==> src/design/bcr_map.svh <==
// register offsets, field positions and reset values of the bridge command register
`ifndef BCR_MAP_SVH
`define BCR_MAP_SVH
`define BCR_CMD_OFFSET     12'h004
`define BCR_STS_OFFSET     12'h006
`define BCR_CMD_RESET      16'h0000
`define BCR_CMD_WMASK      16'h0547
`define BCR_BIT_IO         0
`define BCR_BIT_MEM        1
`define BCR_BIT_FWD        2
`define BCR_BIT_PARITY     6
`define BCR_BIT_SERR       8
`define BCR_BIT_LEGACY_INTERRUPT_DISABLE      10
`define BCR_BIT_SIG_SERR   14
`endif

==> src/design/bcr_pkg.sv <==
// types shared by the bridge command register block
`default_nettype none
package bcr_pkg;
	// one configuration access
	typedef struct packed {
		logic        wr;
		logic        rd;
		logic [11:0] addr;
		logic [3:0]  be;
		logic [31:0] wdata;
	} bcr_cfg_t;
	// upstream request classification
	typedef struct packed {
		logic valid;
		logic is_mem_io;
		logic non_posted;
		logic is_cpl;
	} bcr_req_t;
	// error message kinds
	typedef enum logic [1:0] {BCR_MSG_NONE, BCR_MSG_COR, BCR_MSG_NONFATAL, BCR_MSG_FATAL} bcr_msg_t;
endpackage
`default_nettype wire

==> src/design/bcr_top.sv <==
// bridge command register and the gating it applies to the bridge datapaths
`timescale 1ns/10ps
`default_nettype none
`include "bcr_map.svh"
module bcr_top
	import bcr_pkg::*;
(
	// clock and reset
	input  wire logic        ref_clk,
	input  wire logic        rst_b,
	// configuration access
	input  wire bcr_cfg_t    cfg,
	output logic [31:0]      cfg_rdata,
	output logic             cfg_ack,
	// primary side window hits
	input  wire logic        io_hit,
	input  wire logic        mem_hit,
	input  wire logic        pref_hit,
	output logic             io_claim,
	output logic             mem_claim,
	// upstream traffic from subordinate devices
	input  wire bcr_req_t    up_req,
	output logic             up_forward,
	output logic             up_ur_drop,
	output logic             up_ur_cpl,
	// error reporting
	input  wire logic        own_err_nonfatal,
	input  wire logic        own_err_fatal,
	input  wire logic        devctl_nonfatal_en,
	input  wire logic        devctl_fatal_en,
	input  wire bcr_msg_t    sec_msg,
	output bcr_msg_t         pri_msg,
	// legacy interrupts
	input  wire logic        own_intx,
	input  wire logic        sec_intx,
	output logic             own_intx_out,
	output logic             fwd_intx_out,
	output logic             intx_status
);
	logic [15:0] cmd_r;
	logic        sig_serr_r;
	logic        cmd_we;
	logic        sts_hit;
	logic        io_en;
	logic        mem_en;
	logic        fwd_en;
	logic        serr_en;
	logic        intx_dis;
	logic        send_nf;
	logic        send_f;
	logic        send_cor;
	bcr_msg_t    pri_msg_nxt;

	// command dword decode; status sits in the upper half of the same dword
	function automatic logic dword_hit(input logic [11:0] a);
		return a[11:2] == 10'(`BCR_CMD_OFFSET >> 2);
	endfunction

	assign cmd_we  = cfg.wr & dword_hit(cfg.addr);
	assign sts_hit = cfg.wr & dword_hit(cfg.addr) & cfg.be[3];
	assign io_en    = cmd_r[`BCR_BIT_IO];
	assign mem_en   = cmd_r[`BCR_BIT_MEM];
	assign fwd_en   = cmd_r[`BCR_BIT_FWD];
	assign serr_en  = cmd_r[`BCR_BIT_SERR];
	assign intx_dis = cmd_r[`BCR_BIT_LEGACY_INTERRUPT_DISABLE];

	// writable bits live in the store; read-only bits stay zero
	bcr_cmd_store u_store (
		.ref_clk (ref_clk),
		.rst_b   (rst_b),
		.we      (cmd_we),
		.be      (cfg.be[1:0]),
		.wdata   (cfg.wdata[15:0]),
		.cmd_r   (cmd_r)
	);

	// register read path and one-cycle acknowledge
	always_ff @(posedge ref_clk or negedge rst_b) begin
		if (!rst_b) begin
			cfg_rdata <= 32'h0000_0000;
			cfg_ack   <= 1'b0;
		end else begin
			cfg_ack   <= cfg.wr | cfg.rd;
			cfg_rdata <= (cfg.rd && dword_hit(cfg.addr)) ?
				{1'b0, sig_serr_r, 14'h0000, cmd_r} : 32'h0000_0000;
		end
	end

	// primary window claims
	always_ff @(posedge ref_clk or negedge rst_b) begin
		if (!rst_b) begin
			io_claim  <= 1'b0;
			mem_claim <= 1'b0;
		end else begin
			io_claim  <= io_hit & io_en;
			mem_claim <= (mem_hit | pref_hit) & mem_en;
		end
	end

	// upstream request gating
	always_ff @(posedge ref_clk or negedge rst_b) begin
		if (!rst_b) begin
			up_forward <= 1'b0;
			up_ur_drop <= 1'b0;
			up_ur_cpl  <= 1'b0;
		end else begin
			// completions and other requests pass regardless
			up_forward <= up_req.valid & (up_req.is_cpl | ~up_req.is_mem_io | fwd_en);
			up_ur_drop <= up_req.valid & ~up_req.is_cpl & up_req.is_mem_io & ~fwd_en;
			up_ur_cpl  <= up_req.valid & ~up_req.is_cpl & up_req.is_mem_io
				& up_req.non_posted & ~fwd_en;
		end
	end

	// error message selection, fatal first
	always_comb begin
		send_f   = (own_err_fatal & (serr_en | devctl_fatal_en))
			| ((sec_msg == BCR_MSG_FATAL) & serr_en);
		send_nf  = (own_err_nonfatal & (serr_en | devctl_nonfatal_en))
			| ((sec_msg == BCR_MSG_NONFATAL) & serr_en);
		send_cor = sec_msg == BCR_MSG_COR;
		if (send_f) begin
			pri_msg_nxt = BCR_MSG_FATAL;
		end else if (send_nf) begin
			pri_msg_nxt = BCR_MSG_NONFATAL;
		end else if (send_cor) begin
			pri_msg_nxt = BCR_MSG_COR;
		end else begin
			pri_msg_nxt = BCR_MSG_NONE;
		end
	end

	always_ff @(posedge ref_clk or negedge rst_b) begin
		if (!rst_b) begin
			pri_msg <= BCR_MSG_NONE;
		end else begin
			pri_msg <= pri_msg_nxt;
		end
	end

	// signalled system error status, set wins over write-one clear
	always_ff @(posedge ref_clk or negedge rst_b) begin
		if (!rst_b) begin
			sig_serr_r <= 1'b0;
		end else if ((send_f | send_nf) & serr_en) begin
			sig_serr_r <= 1'b1;
		end else if (sts_hit & cfg.wdata[16 + `BCR_BIT_SIG_SERR]) begin
			sig_serr_r <= 1'b0;
		end
	end

	// legacy interrupts: own one masked, forwarded one untouched
	always_ff @(posedge ref_clk or negedge rst_b) begin
		if (!rst_b) begin
			own_intx_out <= 1'b0;
			fwd_intx_out <= 1'b0;
			intx_status  <= 1'b0;
		end else begin
			own_intx_out <= own_intx & ~intx_dis;
			fwd_intx_out <= sec_intx;
			intx_status  <= own_intx;
		end
	end

	// assertions: window claims follow the enables
	io_gate_a: assert property (@(posedge ref_clk) disable iff (!rst_b)
		io_claim |-> $past(io_hit) && $past(io_en)) else $error("io claim while disabled");
	mem_gate_a: assert property (@(posedge ref_clk) disable iff (!rst_b)
		mem_claim |-> $past(mem_en)) else $error("memory claim while disabled");
	// upstream gating, both with forwarding off and on
	fwd_block_a: assert property (@(posedge ref_clk) disable iff (!rst_b)
		(up_req.valid && up_req.is_mem_io && !up_req.is_cpl && !fwd_en)
		|=> up_ur_drop && !up_forward) else $error("blocked request forwarded");
	fwd_pass_a: assert property (@(posedge ref_clk) disable iff (!rst_b)
		(up_req.valid && up_req.is_mem_io && !up_req.is_cpl && fwd_en)
		|=> up_forward && !up_ur_drop && !up_ur_cpl) else $error("enabled request refused");
	ur_cpl_a: assert property (@(posedge ref_clk) disable iff (!rst_b)
		(up_req.valid && up_req.non_posted && up_req.is_mem_io && !up_req.is_cpl && !fwd_en)
		|=> up_ur_cpl) else $error("no unsupported completion");
	np_only_a: assert property (@(posedge ref_clk) disable iff (!rst_b)
		up_ur_cpl |-> $past(up_req.non_posted) && !$past(fwd_en))
		else $error("unsupported completion for posted request");
	cpl_pass_a: assert property (@(posedge ref_clk) disable iff (!rst_b)
		(up_req.valid && up_req.is_cpl) |=> up_forward && !up_ur_drop)
		else $error("completion blocked");
	other_pass_a: assert property (@(posedge ref_clk) disable iff (!rst_b)
		(up_req.valid && !up_req.is_mem_io) |=> up_forward && !up_ur_cpl)
		else $error("non memory request blocked");
	// error reporting of own errors and of secondary messages
	own_silent_a: assert property (@(posedge ref_clk) disable iff (!rst_b)
		(own_err_fatal && !serr_en && !devctl_fatal_en) |=> pri_msg != BCR_MSG_FATAL)
		else $error("own fatal error reported while disabled");
	own_report_a: assert property (@(posedge ref_clk) disable iff (!rst_b)
		(own_err_nonfatal && serr_en && !own_err_fatal && sec_msg != BCR_MSG_FATAL)
		|=> pri_msg == BCR_MSG_NONFATAL) else $error("own non-fatal error not reported");
	sec_fatal_a: assert property (@(posedge ref_clk) disable iff (!rst_b)
		(sec_msg == BCR_MSG_FATAL && !serr_en && !own_err_fatal) |=> pri_msg != BCR_MSG_FATAL)
		else $error("fatal forwarded while disabled");
	sec_nf_block_a: assert property (@(posedge ref_clk) disable iff (!rst_b)
		(sec_msg == BCR_MSG_NONFATAL && !serr_en && !own_err_nonfatal && !own_err_fatal)
		|=> pri_msg == BCR_MSG_NONE) else $error("non-fatal forwarded while disabled");
	sec_fwd_a: assert property (@(posedge ref_clk) disable iff (!rst_b)
		(sec_msg == BCR_MSG_FATAL && serr_en) |=> pri_msg == BCR_MSG_FATAL)
		else $error("fatal not forwarded");
	cor_pass_a: assert property (@(posedge ref_clk) disable iff (!rst_b)
		(sec_msg == BCR_MSG_COR) |=> pri_msg != BCR_MSG_NONE) else $error("correctable dropped");
	// legacy interrupts, own masked and forwarded untouched
	intx_mask_a: assert property (@(posedge ref_clk) disable iff (!rst_b)
		intx_dis |=> !own_intx_out) else $error("own interrupt not masked");
	intx_pass_a: assert property (@(posedge ref_clk) disable iff (!rst_b)
		(own_intx && !intx_dis) |=> own_intx_out) else $error("own interrupt lost");
	intx_fwd_a: assert property (@(posedge ref_clk) disable iff (!rst_b)
		sec_intx |=> fwd_intx_out) else $error("forwarded interrupt lost");
	intx_quiet_a: assert property (@(posedge ref_clk) disable iff (!rst_b)
		!sec_intx |=> !fwd_intx_out) else $error("forwarded interrupt invented");
	// register bits and the signalled system error status
	ro_zero_a: assert property (@(posedge ref_clk) disable iff (!rst_b)
		(cmd_r & ~`BCR_CMD_WMASK) == 16'h0000) else $error("read-only bit set");
	serr_set_a: assert property (@(posedge ref_clk) disable iff (!rst_b)
		((send_f || send_nf) && serr_en) |=> sig_serr_r) else $error("status not set");
	serr_clear_a: assert property (@(posedge ref_clk) disable iff (!rst_b)
		(sts_hit && cfg.wdata[16 + `BCR_BIT_SIG_SERR] && !((send_f || send_nf) && serr_en))
		|=> !sig_serr_r) else $error("status not cleared");
	serr_keep_a: assert property (@(posedge ref_clk) disable iff (!rst_b)
		(sig_serr_r && !sts_hit) |=> sig_serr_r) else $error("status lost without clear");
endmodule
`default_nettype wire

==> src/design/bcr_cmd_store.sv <==
// storage for the writable command bits with masked byte writes
`timescale 1ns/10ps
`default_nettype none
`include "bcr_map.svh"
module bcr_cmd_store (
	// clock and reset
	input  wire logic        ref_clk,
	input  wire logic        rst_b,
	// write side
	input  wire logic        we,
	input  wire logic [1:0]  be,
	input  wire logic [15:0] wdata,
	// stored value
	output logic      [15:0] cmd_r
);
	logic [15:0] lane_mask;
	logic [15:0] cmd_nxt;
	// merge enabled lanes of writable bits only
	always_comb begin
		lane_mask = {{8{be[1]}}, {8{be[0]}}} & `BCR_CMD_WMASK;
		cmd_nxt   = (cmd_r & ~lane_mask) | (wdata & lane_mask);
	end
	// hold the command bits
	always_ff @(posedge ref_clk or negedge rst_b) begin
		if (!rst_b) begin
			cmd_r <= `BCR_CMD_RESET;
		end else if (we) begin
			cmd_r <= cmd_nxt;
		end
	end
endmodule
`default_nettype wire

==> config.mk <==
export PLATFORM = sky130hd
export DESIGN_NAME = bcr_top
export DESIGN_NICKNAME = d
export VERILOG_FILES = /design/src/design/bcr_pkg.sv /design/src/design/bcr_top.sv /design/src/design/bcr_cmd_store.sv
export VERILOG_INCLUDE_DIRS = /design/src /design/src/design
export SDC_FILE = /design/constraint.sdc
export NUM_CORES = 1
export LEC_CHECK = 0
export ABC_AREA = 1
export BUFFER_PORTS_ARGS = -buffer_cell sky130_fd_sc_hd__buf_2
export CAP_MARGIN = 5
export CORE_UTILIZATION = 36
export DETAILED_ROUTE_END_ITERATION = 10
export GPL_TIMING_DRIVEN = 0
export PLACE_DENSITY = 0.76
export SYNTH_ARGS = -nofsm -noshare
export SYNTH_HDL_FRONTEND = slang
export SYNTH_SLANG_ARGS = --single-unit
==> constraint.sdc <==
create_clock -name ref_clk -period 1.2 [get_ports ref_clk]
set_input_delay 0.36 -clock ref_clk [delete_from_list [all_inputs] [get_ports ref_clk]]
set_output_delay 0.36 -clock ref_clk [all_outputs]
set_load 0.02 [all_outputs]
; ---- Word-level counts from Yosys, hierarchy flattened
; Index checks and enable logic that the tools add are counted.
[word_totals]
mem_count = 0
latch_bits = 0
ff_bits = 59
in_bits = 67
mem_bits_rw = 0
romBits = 0
out_inout_bits = 43
wordCells = 59
[classes]
order_cmp = 0
reduce_logical = 2
n_shift = 0
bitwise_logic = 34
add_sub_neg = 0
div_mod_pow = 0
eq_ne = 4
mul = 0
muxes = 6
[op_table]
columns = op, count
row1 = two-way mux 31 bit, 1
row2 = bitwise AND 1 bit, 17
row3 = bitwise AND 16 x 11 -> 16 bit, 1
row4 = bitwise AND 16 bit, 1
row5 = NOT 11 -> 16 bit, 1
row6 = bitwise OR 16 bit, 1
row7 = equality test 10 x 1 -> 1 bit (second input constant), 1
row8 = bitwise OR 1 bit, 9
row9 = equality test 2 bit (second input constant), 2
row10 = two-way mux 2 bit, 2
row11 = NOT 1 bit, 4
row12 = two-way mux 1 bit, 3
row13 = equality test 2 x 1 -> 1 bit (second input constant), 1
row14 = nonzero test 2 bit, 1
row15 = logical AND 1 bit, 1

; ---- Depth between registers and ports, before layout
[depth]
depth_word = 6
mapped_depth = 7
ltp_nobuf = 7

; ---- Modules after synthesis
; A second synthesis with hierarchy kept.
[unflattened]
cells_unflattened = 159
hier_area_um2 = 1534.0
[modules_own_cells]
columns = mod, area_each_um2, n_inst, seq_area_each_um2, cells_per_inst
row1 = bcr_top, 1217.4, 1, 725.7, 121
row2 = bcr_cmd_store, 316.6, 1, 150.1, 38

; ---- Worst setup path before layout
; Ideal clock, no wire load.
[synth_timing]
path_kind = input port to flip-flop
from = in cfg[43] in the netlist's numbering
to = reg with a tool-made name
required_ps = 1083
path_buffers = 0
path_stages = 6
arrival_ps = 958
setup_slack_ps = 125
setup_time_ps = 117
cell_sequence = nor2_1 > nand3_2 > nor2_8 > nand3_1 > nand2_1 > nand2_1
[synth_rtl]
columns = item, line_no
row1 = "start, declared", bcr_top.sv:12  ; input wire bcr_cfg_t cfg,

; ---- Worst setup path after layout
[layout_timing]
from = reg cfg_rdata[10]
to = out cfg_rdata[10]
[layout_rtl]
columns = item, line_no
row1 = "start, declared", bcr_top.sv:13  ; output logic [31:0] cfg_rdata,
row2 = "start signal, assigned", bcr_top.sv:84  ; cfg_rdata <= (cfg.rd && dword_hit(cfg.addr)) ?
; No word-level cell between the ends.

==> flow_metrics.env <==
export IMPL_outcome="finished, violations left"
export IMPL_violations="design-rule violations, negative setup slack"
export IMPL_critical_path_top_delay_family="flip-flops"
export IMPL_cp_num_buf_inv=1
export IMPL_cts_max_path_buffers=2
export IMPL_p_per_area_nw_per_um2=903.2
export IMPL_die_x_um=58.55
export IMPL_num_rows=20
export IMPL_ios=110
export IMPL_path_max_fanout=1
export IMPL_netlist_top_cell_by_area="dfrtp_1"
export IMPL_cts_inserted_buffers=3
export IMPL_die_h_um=58.55
export IMPL_final_core_util_pct=56.02
export IMPL_drive_gt1_share_pct=42.93
export IMPL_synth_top_cell_area_share_pct=54.35
export IMPL_netlist_instances=122
export IMPL_final_area_um2=1710
export IMPL_grt_overflow=0
export IMPL_setup_viol=3
export IMPL_hold_viol=0
export IMPL_detail_route_vias_per_cell=3.940
export IMPL_p_leak_uw=0.0009940
export IMPL_ys_seq_area_share_pct=54.35
export IMPL_placed_area_um2=1572
export IMPL_syn_avg_cell_area_um2=9.435
export IMPL_dp_hpwl_um=1589
export IMPL_fmax_mhz=827.4
export IMPL_slew_limit_headroom_pct=65.45
export IMPL_clk_latency_ns=0.30
export IMPL_clock_sinks=25
export IMPL_synth_area_um2=1151
export IMPL_tightest_slew_ns=0.5182
export IMPL_port_buffers=55
export IMPL_critPathLaunchType="flip-flop"
export IMPL_cp_required_ns=0.84
export IMPL_tns_ns=-0.01524
export IMPL_synthTopCellsByArea="dfrtp_1, buf_4, nand2_1"
export IMPL_drt_first_pass_iters=8
export IMPL_vdd_ir_drop_worst_v=0.0003791
export IMPL_worst_slack_ns=-0.008658
export IMPL_syn_to_final_growth_pct=48.59
export IMPL_grt_usage_pct=12.02
export IMPL_yosysWarnings=0
export IMPL_routedWlPerCell_um=9.004
export IMPL_clock_skew_ns=0.0008805
export IMPL_diodes=0
export IMPL_cts_reportedPaths_clkPinSlew_ns=0.13
export IMPL_arrival_ns=0.85
export IMPL_antenna_found_initial=0
export IMPL_maxSlewViolCount=0
export IMPL_grt_pass1_vias=802
export IMPL_post_place_ws_ns=-0.09683
export IMPL_crit_type="reg2out"
export IMPL_clockRootBuffer="clkbuf_4"
export IMPL_rsz0062_at_grt="yes"
export IMPL_hold_class="in2async"
export IMPL_max_cap_viol_count=0
export IMPL_fin_nets=273
export IMPL_slowest_delay_ns=0.41
export IMPL_drc=1
export IMPL_htreeDepth=1
export IMPL_synth_seq_cells=25
export IMPL_critPathCaptureType="output pin"
export IMPL_grt_pass1_wl_um=3167
export IMPL_cts_tree="yes"
export IMPL_floorplan_initialDensity_pct=37.70
export IMPL_wl_um=2242
export IMPL_layout_worst_path_cycle_share_pct=100.7
export IMPL_place_congestion=0.6899
export IMPL_cp_slowest_cell="dfrtp_1"
export IMPL_hold_buffers=0
export IMPL_drtAntennaViolNets=0
export IMPL_drtIter0Drc=19
export IMPL_dieArea_um2=3428
export IMPL_ys_types=17
export IMPL_vias=981
export IMPL_grt_max_degree=26
export IMPL_fillers=281
export IMPL_core_um2=3053
export IMPL_fin_crit_ns=1.209
export IMPL_path_cells="buf_6"
-- per-layer routing --
metal	share of wire, %	vias to the layer above	routed length [um]	global-route usage (%)
met5	0	-	0	0
met4	0.58	0	13	6.122
met3	11	4	238	2.637
met2	52	57	1174	21.18
met1	36	425	816	13.70
li1	-	495	-	-
-- placed cells by master, fill, tap and decap left out, drive strengths merged --
cell     n
buf     80
nand3    7
nor3b    1
conb    25
o211ai   1
dfrtp   25
o21ai    2
or2      1
nand4    6
nand2   21
nor2    17
inv     13
clkbuf   5
a31oi    1
-- synth_stat cells (all sizes together) --
master / number
buf: 25
dfrtp: 25
nand2: 21
nor2: 17
inv: 13
nand3: 7
nand4: 6
o21ai: 2
a31oi: 1
clkbuf: 1
conb: 1
nor3b: 1
o211ai: 1
or2: 1
-- final cells by class --
class / instances / area, um2 / share of cell area, %
buffer: 26 / 191.4 / 11.19
clock buffer: 4 / 26.28 / 1.536
inverter: 13 / 48.80 / 2.853
multi-input combinational: 82 / 375.4 / 21.95
sequential: 25 / 625.6 / 36.58
tap: 44 / 55.05 / 3.219
timing repair buffer: 55 / 387.9 / 22.68
-- per-stage QoR --
step	total power (uW)	hold slack (ns)	instances
after floorplan	1073	0.06441	146
after global placement	1170	0.3652	245
after detailed placement	1172	0.3635	245
after CTS	1525	0.02118	249
after global routing	1610	0.03636	249
final	1545	0.004162	249
-- repair_timing --
item	CTS	global route
endpoints found under the setup margin	6	19
pin swaps	0	0
gates resized for setup	12	25
buffers inserted	0	0
-- logic make-up after synthesis --
family | synth area share, %
simple gates | 22.39
buf+inv | 20.87
flops | 54.35
compound gates | 2.066
other cells | 0.3258
-- report_power, final --
group / total, uW / switching, uW / internal (uW)
Sequential: 874 / 10.8 / 864
Clock: 361 / 231 / 130
Combinational: 310 / 167 / 142
-- final timing paths --
path,from,end,slack [ns],cells after the start
setup reg to reg,flip-flop,sig_serr_r,0.15,4
max in group asynchronous,rst_b,up_ur_drop,0.85,1
hold / removal,rst_b,own_intx_out,0.004,1
min in group ref_clk,sec_intx,fwd_intx_out,0.15,1
setup / recovery,cfg_rdata[10],cfg_rdata[10],-0.009,1
hold reg to reg,flip-flop,own_intx_out,0.48,1
(Power assumes the default switching activity.)
